## config.mk

```make
export PLATFORM = sky130hd
export DESIGN_NAME = miep_irq_ctrl
export DESIGN_NICKNAME = d
export VERILOG_FILES = /design/src/rtl/miep_irq_ctrl.v /design/src/rtl/miep_edge_det.v /design/src/rtl/miep_ctx_save.v
export VERILOG_INCLUDE_DIRS = /design/src /design/src/rtl
export SDC_FILE = /design/constraint.sdc
export NUM_CORES = 1
export LEC_CHECK = 0
export ABC_AREA = 0
export BUFFER_PORTS_ARGS = -buffer_cell sky130_fd_sc_hd__buf_2
export CORE_ASPECT_RATIO = 1.4
export CORE_UTILIZATION = 48
export CTS_CLUSTER_SIZE = 8
export DETAILED_ROUTE_END_ITERATION = 8
export PLACE_DENSITY = 0.75
export SLEW_MARGIN = 0
export SYNTH_ARGS = -nofsm -noshare
export SYNTH_HDL_FRONTEND = slang
export SYNTH_SLANG_ARGS = --single-unit
export TNS_END_PERCENT = 100
```

## constraint.sdc

```tcl
create_clock -name clk_i -period 2.7 [get_ports clk_i]
set_input_delay 0.54 -clock clk_i [delete_from_list [all_inputs] [get_ports clk_i]]
set_output_delay 0.54 -clock clk_i [all_outputs]
set_load 0.02 [all_outputs]
```

## src/rtl/mieprio_consts.vh

```
`ifndef MIEPRIO_CONSTS_VH
`define MIEPRIO_CONSTS_VH
// register byte addresses on the wishbone slave
`define MIEP_ADDR_CAP_EN_B 6'h00
`define MIEP_ADDR_TMR_EN 6'h04
`define MIEP_ADDR_PRIO1 6'h08
`define MIEP_ADDR_PRIO2 6'h0C
`define MIEP_ADDR_PRIO3 6'h10
`define MIEP_ADDR_PRIO4 6'h14
`define MIEP_ADDR_PRIO5 6'h18
`define MIEP_ADDR_CTRL1 6'h1C
`define MIEP_ADDR_CTRL2 6'h20
`define MIEP_ADDR_CTRL3 6'h24
`define MIEP_ADDR_IOC 6'h28
`define MIEP_ADDR_SRCFLAG 6'h2C
`define MIEP_ADDR_TMR0L 6'h30
`define MIEP_ADDR_TMR0H 6'h34
`define MIEP_ADDR_T0CON 6'h38
`define MIEP_ADDR_REQ 6'h3C
// reset values
`define MIEP_RST_EN 8'h00
`define MIEP_RST_PRIO1 8'h7F
`define MIEP_RST_PRIO2 8'hFF
`define MIEP_RST_PRIO345 8'h00
`define MIEP_RST_CTRL2 8'h75
`define MIEP_RST_CTRL3 8'hC0
`define MIEP_RST_IOC 8'hF0
// implemented bit masks
`define MIEP_MASK_LOW3 8'h07
`define MIEP_MASK_PRIO1 8'h7F
`define MIEP_MASK_CTRL2 8'h75
`define MIEP_MASK_CTRL3 8'hDB
`define MIEP_MASK_IOC 8'hF0
// control register 1 fields
`define MIEP_C1_GIEH 7
`define MIEP_C1_GIEL 6
`define MIEP_C1_T0IE 5
`define MIEP_C1_I0IE 4
`define MIEP_C1_PCIE 3
`define MIEP_C1_T0IF 2
`define MIEP_C1_I0IF 1
`define MIEP_C1_PCIF 0
// control register 2 fields
`define MIEP_C2_EDG0 6
`define MIEP_C2_EDG1 5
`define MIEP_C2_EDG2 4
`define MIEP_C2_T0IP 2
`define MIEP_C2_PCIP 0
// control register 3 fields
`define MIEP_C3_I2IP 7
`define MIEP_C3_I1IP 6
`define MIEP_C3_I2IE 4
`define MIEP_C3_I1IE 3
`define MIEP_C3_I2IF 1
`define MIEP_C3_I1IF 0
// timer zero config: bit 0 selects 16-bit mode, bit 1 runs the counter
`define MIEP_T0_16BIT 0
`define MIEP_T0_RUN 1
`endif

```

## src/rtl/miep_irq_ctrl.v

```verilog
`timescale 1ns/100ps
`default_nettype none
`include "mieprio_consts.vh"
module miep_irq_ctrl #(
  parameter PCW = 21,
  parameter NPER = 29
) (
  input wire clk_i,
  input wire rst_i,
  input wire cyc_i,
  input wire stb_i,
  input wire we_i,
  input wire [5:0] adr_i,
  input wire [3:0] sel_i,
  input wire [31:0] dat_i,
  output reg [31:0] dat_o,
  output reg ack_o,
  input wire [2:0] ext_pin_i,
  input wire [3:0] port_b_hi_i,
  input wire [NPER-1:0] periph_req_i,
  input wire sleeping_i,
  input wire entry_i,
  input wire [PCW-1:0] ret_pc_i,
  input wire [7:0] working_register_i,
  input wire [7:0] status_i,
  input wire [7:0] bsr_i,
  output reg irq_high_o,
  output reg irq_low_o,
  output reg wake_o,
  output reg wake_vector_o,
  output wire stack_push_o,
  output wire [PCW-1:0] stack_pc_o,
  output wire [7:0] shadow_working_register_o,
  output wire [7:0] shadow_status_o,
  output wire [7:0] shadow_bsr_o
);
  // peripheral request order: [28:26] extra_timer_irq_enable srcs, [25:23] capture_unit_irq_enable_b srcs,
  // [22:15] prio3 srcs, [14:7] prio2 srcs, [6:0] prio1 srcs
  localparam ST_IDLE = 2'b01;
  localparam ST_ACK = 2'b10;
  reg [1:0] state_ff;
  reg [1:0] nxt_state;
  reg [7:0] capture_unit_irq_enable_b_ff;
  reg [7:0] extra_timer_irq_enable_ff;
  reg [7:0] irq_priority_select_1_ff;
  reg [7:0] irq_priority_select_2_ff;
  reg [7:0] irq_priority_select_3_ff;
  reg [7:0] irq_priority_select_4_ff;
  reg [7:0] irq_priority_select_5_ff;
  reg [7:0] irq_control_primary_ff;
  reg [7:0] irq_control_second_ff;
  reg [7:0] irq_control_third_ff;
  reg [7:0] per_pin_change_enable_ff;
  reg [5:0] src_flag_ff;
  reg [7:0] timer_zero_counter_lo_ff;
  reg [7:0] timer_zero_counter_hi_ff;
  reg [1:0] t0_cfg_ff;
  reg [3:0] port_prev_ff;
  reg [7:0] rd_mux;
  wire [2:0] pin_edge;
  wire wr_strobe;
  wire [7:0] wr_byte;
  wire t0_ovf;
  wire port_change;
  wire [NPER-1:0] per_prio;
  wire [NPER-1:0] per_act;
  wire [2:0] pin_flag;
  wire [2:0] pin_en;
  wire [2:0] pin_prio;
  wire t0_req;
  wire pc_req;
  reg nxt_high;
  reg nxt_low;
  integer i;

  // writes land on the ack edge, where the master still holds the request
  assign wr_strobe = (state_ff == ST_ACK) & cyc_i & stb_i & we_i & sel_i[0];
  assign wr_byte = dat_i[7:0];

  // detector resets low, the idle level of the pins, so no false edge
  miep_edge_det #(
    .N(3)
  ) u_edge (
    .clk_i(clk_i),
    .rst_i(rst_i),
    .pin_i(ext_pin_i),
    .rising_i({irq_control_second_ff[`MIEP_C2_EDG2],
               irq_control_second_ff[`MIEP_C2_EDG1],
               irq_control_second_ff[`MIEP_C2_EDG0]}),
    .edge_o(pin_edge)
  );

  miep_ctx_save #(
    .PCW(PCW)
  ) u_ctx (
    .clk_i(clk_i),
    .rst_i(rst_i),
    .entry_i(entry_i),
    .ret_pc_i(ret_pc_i),
    .working_register_i(working_register_i),
    .status_i(status_i),
    .bsr_i(bsr_i),
    .push_o(stack_push_o),
    .push_pc_o(stack_pc_o),
    .shadow_working_register_o(shadow_working_register_o),
    .shadow_status_o(shadow_status_o),
    .shadow_bsr_o(shadow_bsr_o)
  );

  // timer zero overflow in the selected width
  assign t0_ovf = t0_cfg_ff[`MIEP_T0_RUN] &
    (timer_zero_counter_lo_ff == 8'hFF) &
    (~t0_cfg_ff[`MIEP_T0_16BIT] |
     (timer_zero_counter_hi_ff == 8'hFF));
  assign port_change = |((port_b_hi_i ^ port_prev_ff) &
    per_pin_change_enable_ff[7:4]);

  // wishbone slave: one wait state, ack for one cycle
  always @* begin
    nxt_state = state_ff;
    case (state_ff)
      ST_IDLE: begin
        if (cyc_i & stb_i) begin
          nxt_state = ST_ACK;
        end
      end
      ST_ACK: begin
        nxt_state = ST_IDLE;
      end
      default: begin
        nxt_state = ST_IDLE;
      end
    endcase
  end

  always @* begin
    case (adr_i)
      `MIEP_ADDR_CAP_EN_B: rd_mux = capture_unit_irq_enable_b_ff;
      `MIEP_ADDR_TMR_EN: rd_mux = extra_timer_irq_enable_ff;
      `MIEP_ADDR_PRIO1: rd_mux = irq_priority_select_1_ff;
      `MIEP_ADDR_PRIO2: rd_mux = irq_priority_select_2_ff;
      `MIEP_ADDR_PRIO3: rd_mux = irq_priority_select_3_ff;
      `MIEP_ADDR_PRIO4: rd_mux = irq_priority_select_4_ff;
      `MIEP_ADDR_PRIO5: rd_mux = irq_priority_select_5_ff;
      `MIEP_ADDR_CTRL1: rd_mux = irq_control_primary_ff;
      `MIEP_ADDR_CTRL2: rd_mux = irq_control_second_ff;
      `MIEP_ADDR_CTRL3: rd_mux = irq_control_third_ff;
      `MIEP_ADDR_IOC: rd_mux = per_pin_change_enable_ff;
      `MIEP_ADDR_SRCFLAG: rd_mux = {2'b00, src_flag_ff};
      `MIEP_ADDR_TMR0L: rd_mux = timer_zero_counter_lo_ff;
      `MIEP_ADDR_TMR0H: rd_mux = timer_zero_counter_hi_ff;
      `MIEP_ADDR_T0CON: rd_mux = {6'h00, t0_cfg_ff};
      `MIEP_ADDR_REQ: rd_mux = {6'h00, irq_low_o, irq_high_o};
      default: rd_mux = 8'h00;
    endcase
  end

  // priority routing: 1 sends a source to the high line
  assign per_prio = {irq_priority_select_5_ff[2:0],
                     irq_priority_select_4_ff[2:0],
                     irq_priority_select_3_ff,
                     irq_priority_select_2_ff,
                     irq_priority_select_1_ff[6:0]};
  // only the upper-range peripheral enables live here; lower sources arrive
  // already gated, so their request lines are taken as enabled
  assign per_act = periph_req_i & {extra_timer_irq_enable_ff[2:0],
    capture_unit_irq_enable_b_ff[2:0], {(NPER-6){1'b1}}};
  assign pin_flag = {irq_control_third_ff[`MIEP_C3_I2IF],
                     irq_control_third_ff[`MIEP_C3_I1IF],
                     irq_control_primary_ff[`MIEP_C1_I0IF]};
  assign pin_en = {irq_control_third_ff[`MIEP_C3_I2IE],
                   irq_control_third_ff[`MIEP_C3_I1IE],
                   irq_control_primary_ff[`MIEP_C1_I0IE]};
  assign pin_prio = {irq_control_third_ff[`MIEP_C3_I2IP],
                     irq_control_third_ff[`MIEP_C3_I1IP],
                     1'b1};
  assign t0_req = irq_control_primary_ff[`MIEP_C1_T0IF] &
    irq_control_primary_ff[`MIEP_C1_T0IE];
  assign pc_req = irq_control_primary_ff[`MIEP_C1_PCIF] &
    irq_control_primary_ff[`MIEP_C1_PCIE];

  always @* begin
    nxt_high = 1'b0;
    nxt_low = 1'b0;
    for (i = 0; i < NPER; i = i + 1) begin
      if (per_act[i]) begin
        if (per_prio[i]) begin
          nxt_high = 1'b1;
        end else begin
          nxt_low = 1'b1;
        end
      end
    end
    for (i = 0; i < 3; i = i + 1) begin
      if (pin_flag[i] & pin_en[i]) begin
        if (pin_prio[i]) begin
          nxt_high = 1'b1;
        end else begin
          nxt_low = 1'b1;
        end
      end
    end
    if (t0_req) begin
      if (irq_control_second_ff[`MIEP_C2_T0IP]) begin
        nxt_high = 1'b1;
      end else begin
        nxt_low = 1'b1;
      end
    end
    if (pc_req) begin
      if (irq_control_second_ff[`MIEP_C2_PCIP]) begin
        nxt_high = 1'b1;
      end else begin
        nxt_low = 1'b1;
      end
    end
  end

  always @(posedge clk_i) begin
    if (rst_i) begin
      state_ff <= ST_IDLE;
      ack_o <= 1'b0;
      dat_o <= 32'h00000000;
      capture_unit_irq_enable_b_ff <= `MIEP_RST_EN;
      extra_timer_irq_enable_ff <= `MIEP_RST_EN;
      irq_priority_select_1_ff <= `MIEP_RST_PRIO1;
      irq_priority_select_2_ff <= `MIEP_RST_PRIO2;
      irq_priority_select_3_ff <= `MIEP_RST_PRIO345;
      irq_priority_select_4_ff <= `MIEP_RST_PRIO345;
      irq_priority_select_5_ff <= `MIEP_RST_PRIO345;
      irq_control_primary_ff <= `MIEP_RST_EN;
      irq_control_second_ff <= `MIEP_RST_CTRL2;
      irq_control_third_ff <= `MIEP_RST_CTRL3;
      per_pin_change_enable_ff <= `MIEP_RST_IOC;
      src_flag_ff <= 6'h00;
      timer_zero_counter_lo_ff <= 8'h00;
      timer_zero_counter_hi_ff <= 8'h00;
      t0_cfg_ff <= 2'b00;
      port_prev_ff <= 4'h0;
      irq_high_o <= 1'b0;
      irq_low_o <= 1'b0;
      wake_o <= 1'b0;
      wake_vector_o <= 1'b0;
    end else begin
      state_ff <= nxt_state;
      ack_o <= (state_ff == ST_IDLE) & cyc_i & stb_i;
      dat_o <= {24'h000000, rd_mux};
      port_prev_ff <= port_b_hi_i;
      irq_high_o <= nxt_high;
      irq_low_o <= nxt_low;
      // wake needs the enable set while asleep; vectoring needs global en
      wake_o <= sleeping_i & |(pin_flag & pin_en);
      wake_vector_o <= sleeping_i & |(pin_flag & pin_en) &
        irq_control_primary_ff[`MIEP_C1_GIEH];
      if (wr_strobe) begin
        case (adr_i)
          `MIEP_ADDR_CAP_EN_B: capture_unit_irq_enable_b_ff <=
            wr_byte & `MIEP_MASK_LOW3;
          `MIEP_ADDR_TMR_EN: extra_timer_irq_enable_ff <=
            wr_byte & `MIEP_MASK_LOW3;
          `MIEP_ADDR_PRIO1: irq_priority_select_1_ff <=
            wr_byte & `MIEP_MASK_PRIO1;
          `MIEP_ADDR_PRIO2: irq_priority_select_2_ff <= wr_byte;
          `MIEP_ADDR_PRIO3: irq_priority_select_3_ff <= wr_byte;
          `MIEP_ADDR_PRIO4: irq_priority_select_4_ff <=
            wr_byte & `MIEP_MASK_LOW3;
          `MIEP_ADDR_PRIO5: irq_priority_select_5_ff <=
            wr_byte & `MIEP_MASK_LOW3;
          `MIEP_ADDR_CTRL2: irq_control_second_ff <=
            wr_byte & `MIEP_MASK_CTRL2;
          `MIEP_ADDR_IOC: per_pin_change_enable_ff <=
            wr_byte & `MIEP_MASK_IOC;
          `MIEP_ADDR_T0CON: t0_cfg_ff <= wr_byte[1:0];
          default: begin
          end
        endcase
      end
      // flag registers: software write first, hardware set wins over clear
      if (wr_strobe && adr_i == `MIEP_ADDR_CTRL1) begin
        irq_control_primary_ff <= wr_byte | {5'b00000,
          t0_ovf, pin_edge[0], port_change};
      end else begin
        irq_control_primary_ff[`MIEP_C1_T0IF] <=
          irq_control_primary_ff[`MIEP_C1_T0IF] | t0_ovf;
        irq_control_primary_ff[`MIEP_C1_I0IF] <=
          irq_control_primary_ff[`MIEP_C1_I0IF] | pin_edge[0];
        irq_control_primary_ff[`MIEP_C1_PCIF] <=
          irq_control_primary_ff[`MIEP_C1_PCIF] | port_change;
      end
      // pin one and two flags follow the same set-wins order
      if (wr_strobe && adr_i == `MIEP_ADDR_CTRL3) begin
        irq_control_third_ff <= (wr_byte & `MIEP_MASK_CTRL3) |
          {6'h00, pin_edge[2], pin_edge[1]};
      end else begin
        irq_control_third_ff[`MIEP_C3_I1IF] <=
          irq_control_third_ff[`MIEP_C3_I1IF] | pin_edge[1];
        irq_control_third_ff[`MIEP_C3_I2IF] <=
          irq_control_third_ff[`MIEP_C3_I2IF] | pin_edge[2];
      end
      // raw event pulses for debug reads: pins, timer zero, port change;
      // not held, since nothing on the bus could ever clear them
      src_flag_ff <= {1'b0, port_change, t0_ovf, pin_edge};
      // a bus load wins over counting in the same cycle
      if (wr_strobe && adr_i == `MIEP_ADDR_TMR0L) begin
        timer_zero_counter_lo_ff <= wr_byte;
      end else if (t0_cfg_ff[`MIEP_T0_RUN]) begin
        timer_zero_counter_lo_ff <= timer_zero_counter_lo_ff + 8'h01;
      end
      if (wr_strobe && adr_i == `MIEP_ADDR_TMR0H) begin
        timer_zero_counter_hi_ff <= wr_byte;
      end else if (t0_cfg_ff[`MIEP_T0_RUN] &
                   t0_cfg_ff[`MIEP_T0_16BIT] &
                   (timer_zero_counter_lo_ff == 8'hFF)) begin
        timer_zero_counter_hi_ff <= timer_zero_counter_hi_ff + 8'h01;
      end
    end
  end
endmodule
`default_nettype wire

```

## src/rtl/miep_edge_det.v

```verilog
`timescale 1ns/100ps
`default_nettype none
// one edge detector per pin; pulse when the selected edge is seen
module miep_edge_det #(
  parameter N = 3
) (
  input wire clk_i,
  input wire rst_i,
  input wire [N-1:0] pin_i,
  input wire [N-1:0] rising_i,
  output wire [N-1:0] edge_o
);
  reg [N-1:0] prev_ff;
  genvar g;
  always @(posedge clk_i) begin
    if (rst_i) begin
      prev_ff <= {N{1'b0}};
    end else begin
      prev_ff <= pin_i;
    end
  end
  generate
    for (g = 0; g < N; g = g + 1) begin : g_pin
      assign edge_o[g] = rising_i[g] ? (pin_i[g] & ~prev_ff[g]) :
                                       (~pin_i[g] & prev_ff[g]);
    end
  endgenerate
endmodule
`default_nettype wire

```

## src/rtl/miep_ctx_save.v

```verilog
`timescale 1ns/100ps
`default_nettype none
// snapshot of return address and fast-return shadow on interrupt entry
module miep_ctx_save #(
  parameter PCW = 21
) (
  input wire clk_i,
  input wire rst_i,
  input wire entry_i,
  input wire [PCW-1:0] ret_pc_i,
  input wire [7:0] working_register_i,
  input wire [7:0] status_i,
  input wire [7:0] bsr_i,
  output reg push_o,
  output reg [PCW-1:0] push_pc_o,
  output reg [7:0] shadow_working_register_o,
  output reg [7:0] shadow_status_o,
  output reg [7:0] shadow_bsr_o
);
  always @(posedge clk_i) begin
    if (rst_i) begin
      push_o <= 1'b0;
      push_pc_o <= {PCW{1'b0}};
      shadow_working_register_o <= 8'h00;
      shadow_status_o <= 8'h00;
      shadow_bsr_o <= 8'h00;
    end else begin
      push_o <= entry_i;
      if (entry_i) begin
        push_pc_o <= ret_pc_i;
        // single level: a nested entry overwrites the shadow
        shadow_working_register_o <= working_register_i;
        shadow_status_o <= status_i;
        shadow_bsr_o <= bsr_i;
      end
    end
  end
endmodule
`default_nettype wire

```

# After elaboration in Yosys (flattened, before gate mapping)
# Index checks and enable logic that the tools add are counted.
[op_classes] add_sub_neg=2 muxes=143 eq_ne=19 n_bitwise=44 n_reduce_logical=20
[op_table] cell="two-way mux 1 bit" n=136
[op_table] cell="one-hot mux 8 bit (16 select lines)" n=1
[op_table] cell="equality test 6 bit, second input constant" n=8
[op_table] cell="two-way mux 8 bit" n=4
[op_table] cell="bitwise AND 29 bit" n=1
[op_table] cell="bitwise AND 1 bit" n=24
[op_table] cell="equality test 6 x 5 -> 1 bit, second input constant" n=4
[op_table] cell="AND reduction 2 bit" n=10
[op_table] cell="adder 8 x 1 -> 8 bit, second input constant" n=2
[op_table] cell="equality test 8 bit, second input constant" n=2
[op_table] cell="equality test 6 x 4 -> 1 bit, second input constant" n=2
[op_table] cell="NOT 1 bit" n=8
[op_table] cell="OR 8 x 2 -> 8 bit" n=1
[op_table] cell="OR 8 x 3 -> 8 bit" n=1
[op_table] cell="equality test 6 x 3 -> 1 bit, second input constant" n=1
[op_table] cell="zero test 6 bit" n=1
[op_table] cell="OR 1 bit" n=6
[op_table] cell="bitwise AND 4 bit" n=1
[op_table] cell="logical AND 1 bit" n=4
[op_table] cell="nonzero test 2 bit" n=2
[op_table] cell="OR reduction 4 bit" n=1
[op_table] cell="XOR 4 bit" n=1
[op_table] cell="bitwise AND 3 bit" n=1
[op_table] cell="two-way mux 3 bit" n=1
[op_table] cell="5 further kinds" n=5
[word_totals] inputBits=130 register_bits=176 word_cells=261

# Longest topological paths before layout
[depth] depth_word=67 depth_mapped=8

# Hierarchy
# A second synthesis with hierarchy kept.
[hier_totals] hier_cells=763 hier_area_um2=7248.2
[by_module_without_submodules] mod="miep_irq_ctrl" cells_per_inst=601 instances=1 area_each_um2=5442.7
[by_module_without_submodules] mod="miep_ctx_save" cells_per_inst=147 instances=1 area_each_um2=1659.1
[by_module_without_submodules] mod="miep_edge_det" cells_per_inst=15 instances=1 area_each_um2=146.4

# Worst setup path before layout
# No wires, ideal clock.
[synth_timing] kind="input-to-reg" startpoint="in adr_i[4]" endpoint="reg irq_priority_select_2_ff[2]" slack_ns=0.425 required_ns=2.571 arrival_time_ns=2.145 stages=6 cell_sequence="buf_6 -> or4_1 -> buf_4 -> nor4_4 -> mux2i_1 -> nand2_1"
[synth_via] elab_chain_len=2
[synth_rtl] element="from (decl)" line_no="miep_irq_ctrl.v:13" source="input wire [5:0] adr_i,"
[synth_rtl] element="equality test 6 x 4 -> 1 bit" line_no="miep_irq_ctrl.v:256" source="case (adr_i)"
[synth_rtl] element="AND reduction 2 bit (no source line)"
[synth_rtl] element="to (signal assigned)" line_no="miep_irq_ctrl.v:227" source="irq_priority_select_2_ff <= `MIEP_RST_PRIO2;"
[synth_rtl] element="to (signal assigned)" line_no="miep_irq_ctrl.v:263" source="`MIEP_ADDR_PRIO2: irq_priority_select_2_ff <= wr_byte;"
[synth_rtl] element="to (decl)" line_no="miep_irq_ctrl.v:46" source="reg [7:0] irq_priority_select_2_ff;"
# Every way passes these cells.
# A chain may end at the register's enable or synchronous reset.

# Worst setup path after layout
[layout_timing] startpoint="reg timer_zero_counter_lo_ff[2]" endpoint="reg irq_control_primary_ff[2]"
[layout_via] elab_chain_len=5 elab_cells_between_ends=6
[layout_rtl] element="from (decl)" line_no="miep_irq_ctrl.v:55" source="reg [7:0] timer_zero_counter_lo_ff;"
[layout_rtl] element="from (signal assigned)" line_no="miep_irq_ctrl.v:305" source="timer_zero_counter_lo_ff <= wr_byte;"
[layout_rtl] element="from (signal assigned)" line_no="miep_irq_ctrl.v:307" source="timer_zero_counter_lo_ff <= timer_zero_counter_lo_ff + 8'h01;"
[layout_rtl] element="equality test 8 bit (*)" line_no="miep_irq_ctrl.v:112" source="(timer_zero_counter_lo_ff == 8'hFF) &"
[layout_rtl] element="bitwise AND 1 bit (*) (2 in a row)" line_no="miep_irq_ctrl.v:111" source="assign t0_ovf = t0_cfg_ff[`MIEP_T0_RUN] &"
[layout_rtl] element="OR 1 bit or OR 8 x 3 -> 8 bit (tied branches)" line_no="miep_irq_ctrl.v:284, miep_irq_ctrl.v:280"
[layout_rtl] element="two-way mux 3 bit (*)" line_no="miep_irq_ctrl.v:279" source="if (wr_strobe && adr_i == `MIEP_ADDR_CTRL1) begin"
[layout_rtl] element="to (signal assigned)" line_no="miep_irq_ctrl.v:280" source="irq_control_primary_ff <= wr_byte | {5'b00000,"
[layout_rtl] element="to (signal, indexed assignment)" line_no="miep_irq_ctrl.v:283" source="irq_control_primary_ff[`MIEP_C1_T0IF] <="
[layout_rtl] element="to (signal, indexed assignment)" line_no="miep_irq_ctrl.v:285" source="irq_control_primary_ff[`MIEP_C1_I0IF] <="
[layout_rtl] element="to (decl)" line_no="miep_irq_ctrl.v:50" source="reg [7:0] irq_control_primary_ff;"
# Mark *: on every way between the ends. The rest lies on a longest branch, timed or not.

==> flow_metrics.env <==
export IMPL_rsz0062_at_grt="no"
export IMPL_async_flop_share_pct=0
export IMPL_worst_path_max_fanout=8
export IMPL_gp_congestion=0.936
export IMPL_wl_per_cell_um=18.4
export IMPL_slew_viol_final=0
export IMPL_hp_class="input port to flop"
export IMPL_dieArea_mm2=0.0154
export IMPL_start_util_pct=49.1
export IMPL_ioPinCount=213
export IMPL_dp_hpwl_mm=15.1
export IMPL_required_ps=3050
export IMPL_path_delay_family="simple AND/OR/NAND/NOR gates"
export IMPL_antenna_cells=0
export IMPL_htreeDepth=4
export IMPL_numCtsBuffers=17
export IMPL_hold_viol=0
export IMPL_cap_viol_max_count=0
export IMPL_period_share_pct=79.9
export IMPL_die_h_um=146
export IMPL_drtIter0Drc=329
export IMPL_crit_path_start="timer_zero_counter_lo_ff[2]"
export IMPL_critPathMaxStageDelay_ps=550
export IMPL_top_register="u_ctx.push_pc_o"
export IMPL_setup_tns_ps=0
export IMPL_grt_usage_pct=27.1
export IMPL_power_mw=5.23
export IMPL_synth_avg_cell_area_um2=9.46
export IMPL_yosysWarningCount=0
export IMPL_r2r_start="timer_zero_counter_lo_ff[2]"
export IMPL_status="completed"
export IMPL_insertion_delay_ps=420
export IMPL_worstSetupEndpointType="flop"
export IMPL_fmax_ghz=0.464
export IMPL_hold_path_startpoint="working_register_i[2]"
export IMPL_p_leak_nw=3.61
export IMPL_io_buffers=161
export IMPL_largest_reg_flops=21
export IMPL_cts_path_max_buffers=2
export IMPL_grt_overflow_total=0
export IMPL_clk_pin_slew_ps=60
export IMPL_power_density_mw_per_mm2=605
export IMPL_tightest_slew_ps=556
export IMPL_drive_above_1_share_pct=25.2
export IMPL_ys_ff_latch=149
export IMPL_setup_violations_final=0
export IMPL_ir_drop_v=0.000416
export IMPL_relSlewSlack_pct=62.0
export IMPL_fp_row_count=52
export IMPL_synth_edff_count=0
export IMPL_grt_pass1_wl_mm=31.9
export IMPL_worstSetupPathType="flop to flop"
export IMPL_synthCells=754
export IMPL_syn_area_mm2=0.00713
export IMPL_cp_start_kind="flop"
export IMPL_drc=0
export IMPL_postCtsSetupRepairBufs=0
export IMPL_cts_resized=0
export IMPL_grt_max_degree=51
export IMPL_ys_types=67
export IMPL_fillCellCount=1289
export IMPL_critPathBufInv=1
export IMPL_area_growth_pct=21.3
export IMPL_yosysSeqAreaShare_pct=41.8
export IMPL_crit_chain="nand4_1 > or2_2 > a2111oi_0 > buf_4 > o21bai_1"
export IMPL_core_area_mm2=0.0145
export IMPL_drt_vias_per_instance=5.68
export IMPL_drt_first_pass_iters=5
export IMPL_num_nets_final=1039
export IMPL_crit_slowest_cell="a2111oi_0"
export IMPL_die_w_um=105
export IMPL_arrival_ps=2500
export IMPL_ant_nets=0
export IMPL_routed_wirelength_mm=20.4
export IMPL_antenna_found_initial=0
export IMPL_cts_root_buffer="clkbuf_16"
export IMPL_min_period_ps=2160
export IMPL_cts_tree="yes"
export IMPL_skew_ps=4.60
export IMPL_hold_buffers=0
export IMPL_grt_pass1_vias=6107
export IMPL_clock_sinks=149
export IMPL_via_count=6301
export IMPL_synth_ff_type="dfxtp_1"
worst paths after layout:
kind	cells past startpoint	end	slack (ps)
max	5	irq_control_primary_ff[2]	540
min	3	u_ctx.shadow_working_register_o[2]	350
max reg2reg	5	irq_control_primary_ff[2]	540
min reg2reg	1	state_ff[1]	470
synth_stat cells, drive strengths merged (3+ instances only):
library cell	number	area, µm²
dfxtp	149	2980
mux2i	124	1240
nor2	105	394
nand2	54	203
buf	44	290
clkbuf	27	101
nor2b	20	125
nor4	18	251
inv	17	63.8
a211oi	15	113
nand2b	12	75.1
a21oi	11	55.1
nand4	11	68.8
a31oi	10	62.6
nand3	9	45.0
o22ai	9	56.3
xnor2	8	70.1
a221oi	7	61.3
nor3	7	35.0
xor2	7	61.3
a22o	6	52.6
a22oi	6	45.0
a311oi	5	43.8
a211o	4	35.0
nor3b	4	30.0
or4	4	30.0
and2	3	18.8
and3	3	18.8
nand3b	3	22.5
o2111ai	3	26.3
o21ai	3	15.0
o2bb2ai	3	26.3
o32a	3	30.0
power by group:
| part | total (mW) | internal (mW) | switching [mW] |
|---|---|---|---|
| sequential | 2.29 | 2.26 | 0.0318 |
| combinational | 0.512 | 0.187 | 0.324 |
| clock | 2.43 | 1.51 | 0.923 |
| total | 5.23 | 3.95 | 1.28 |
through the flow:
stage,util (%),hold slack (ps),setup slack (ps),instance area (µm²),instances
2_1_floorplan,-,424,425,7220,777
3_3_place_gp,55.4,442,262,8040,1077
3_5_place_dp,55.4,460,267,8040,1077
4_1_cts,59.6,337,563,8650,1109
5_1_grt,59.6,335,446,8650,1109
6_report,59.6,351,543,8650,1109
cell type report:
class	instances	area (µm²)	area share, %
clock inverter	11	148	1.71
inverter	17	63.8	0.738
timing repair buffer	182	978	11.3
clock buffer	21	460	5.32
multi-input combinational	540	3780	43.7
tap	189	236	2.73
sequential	149	2980	34.5
worst reg2reg max path: stages, from the launching register on:
cell       delay [ps]
dfxtp_1           440
nand4_1           350
or2_2             440
a2111oi_0         550
buf_4             210
o21bai_1          100
layer usage:
metal  vias up  track usage, %  routed length, µm
li1       2962               -                  -
met1      2956            30.2               7760
met2       311            46.4              10200
met3        72            6.21               1400
met4         0            17.5               1100
met5         -               0                  0
cell usage in the layout, fill, tap and decap left out, drive strengths merged, types with 7 or more instances in the layout:
| cell type | instances |
|---|---|
| a211oi | 15 |
| a21oi | 11 |
| a221oi | 7 |
| a31oi | 10 |
| buf | 182 |
| clkbuf | 21 |
| conb | 24 |
| dfxtp | 149 |
| inv | 19 |
| mux2i | 124 |
| nand2 | 54 |
| nand2b | 12 |
| nand3 | 9 |
| nand4 | 11 |
| nor2 | 105 |
| nor2b | 20 |
| nor3 | 7 |
| nor4 | 18 |
| o22ai | 9 |
| xnor2 | 8 |
| xor2 | 7 |
kinds of logic after synthesis:
| kind of cell | count (synthesis) | share of synthesized area [%] |
|---|---|---|
| flops | 149 | 41.8 |
| mux | 127 | 18.0 |
| fa+ha+maj | 2 | 0.351 |
| simple gates | 268 | 20.4 |
| other cells | 1 | 0.0526 |
| compound gates | 104 | 11.1 |
| xor+xnor | 15 | 1.84 |
| buf+inv | 88 | 6.39 |
(Power assumes the default switching activity.)
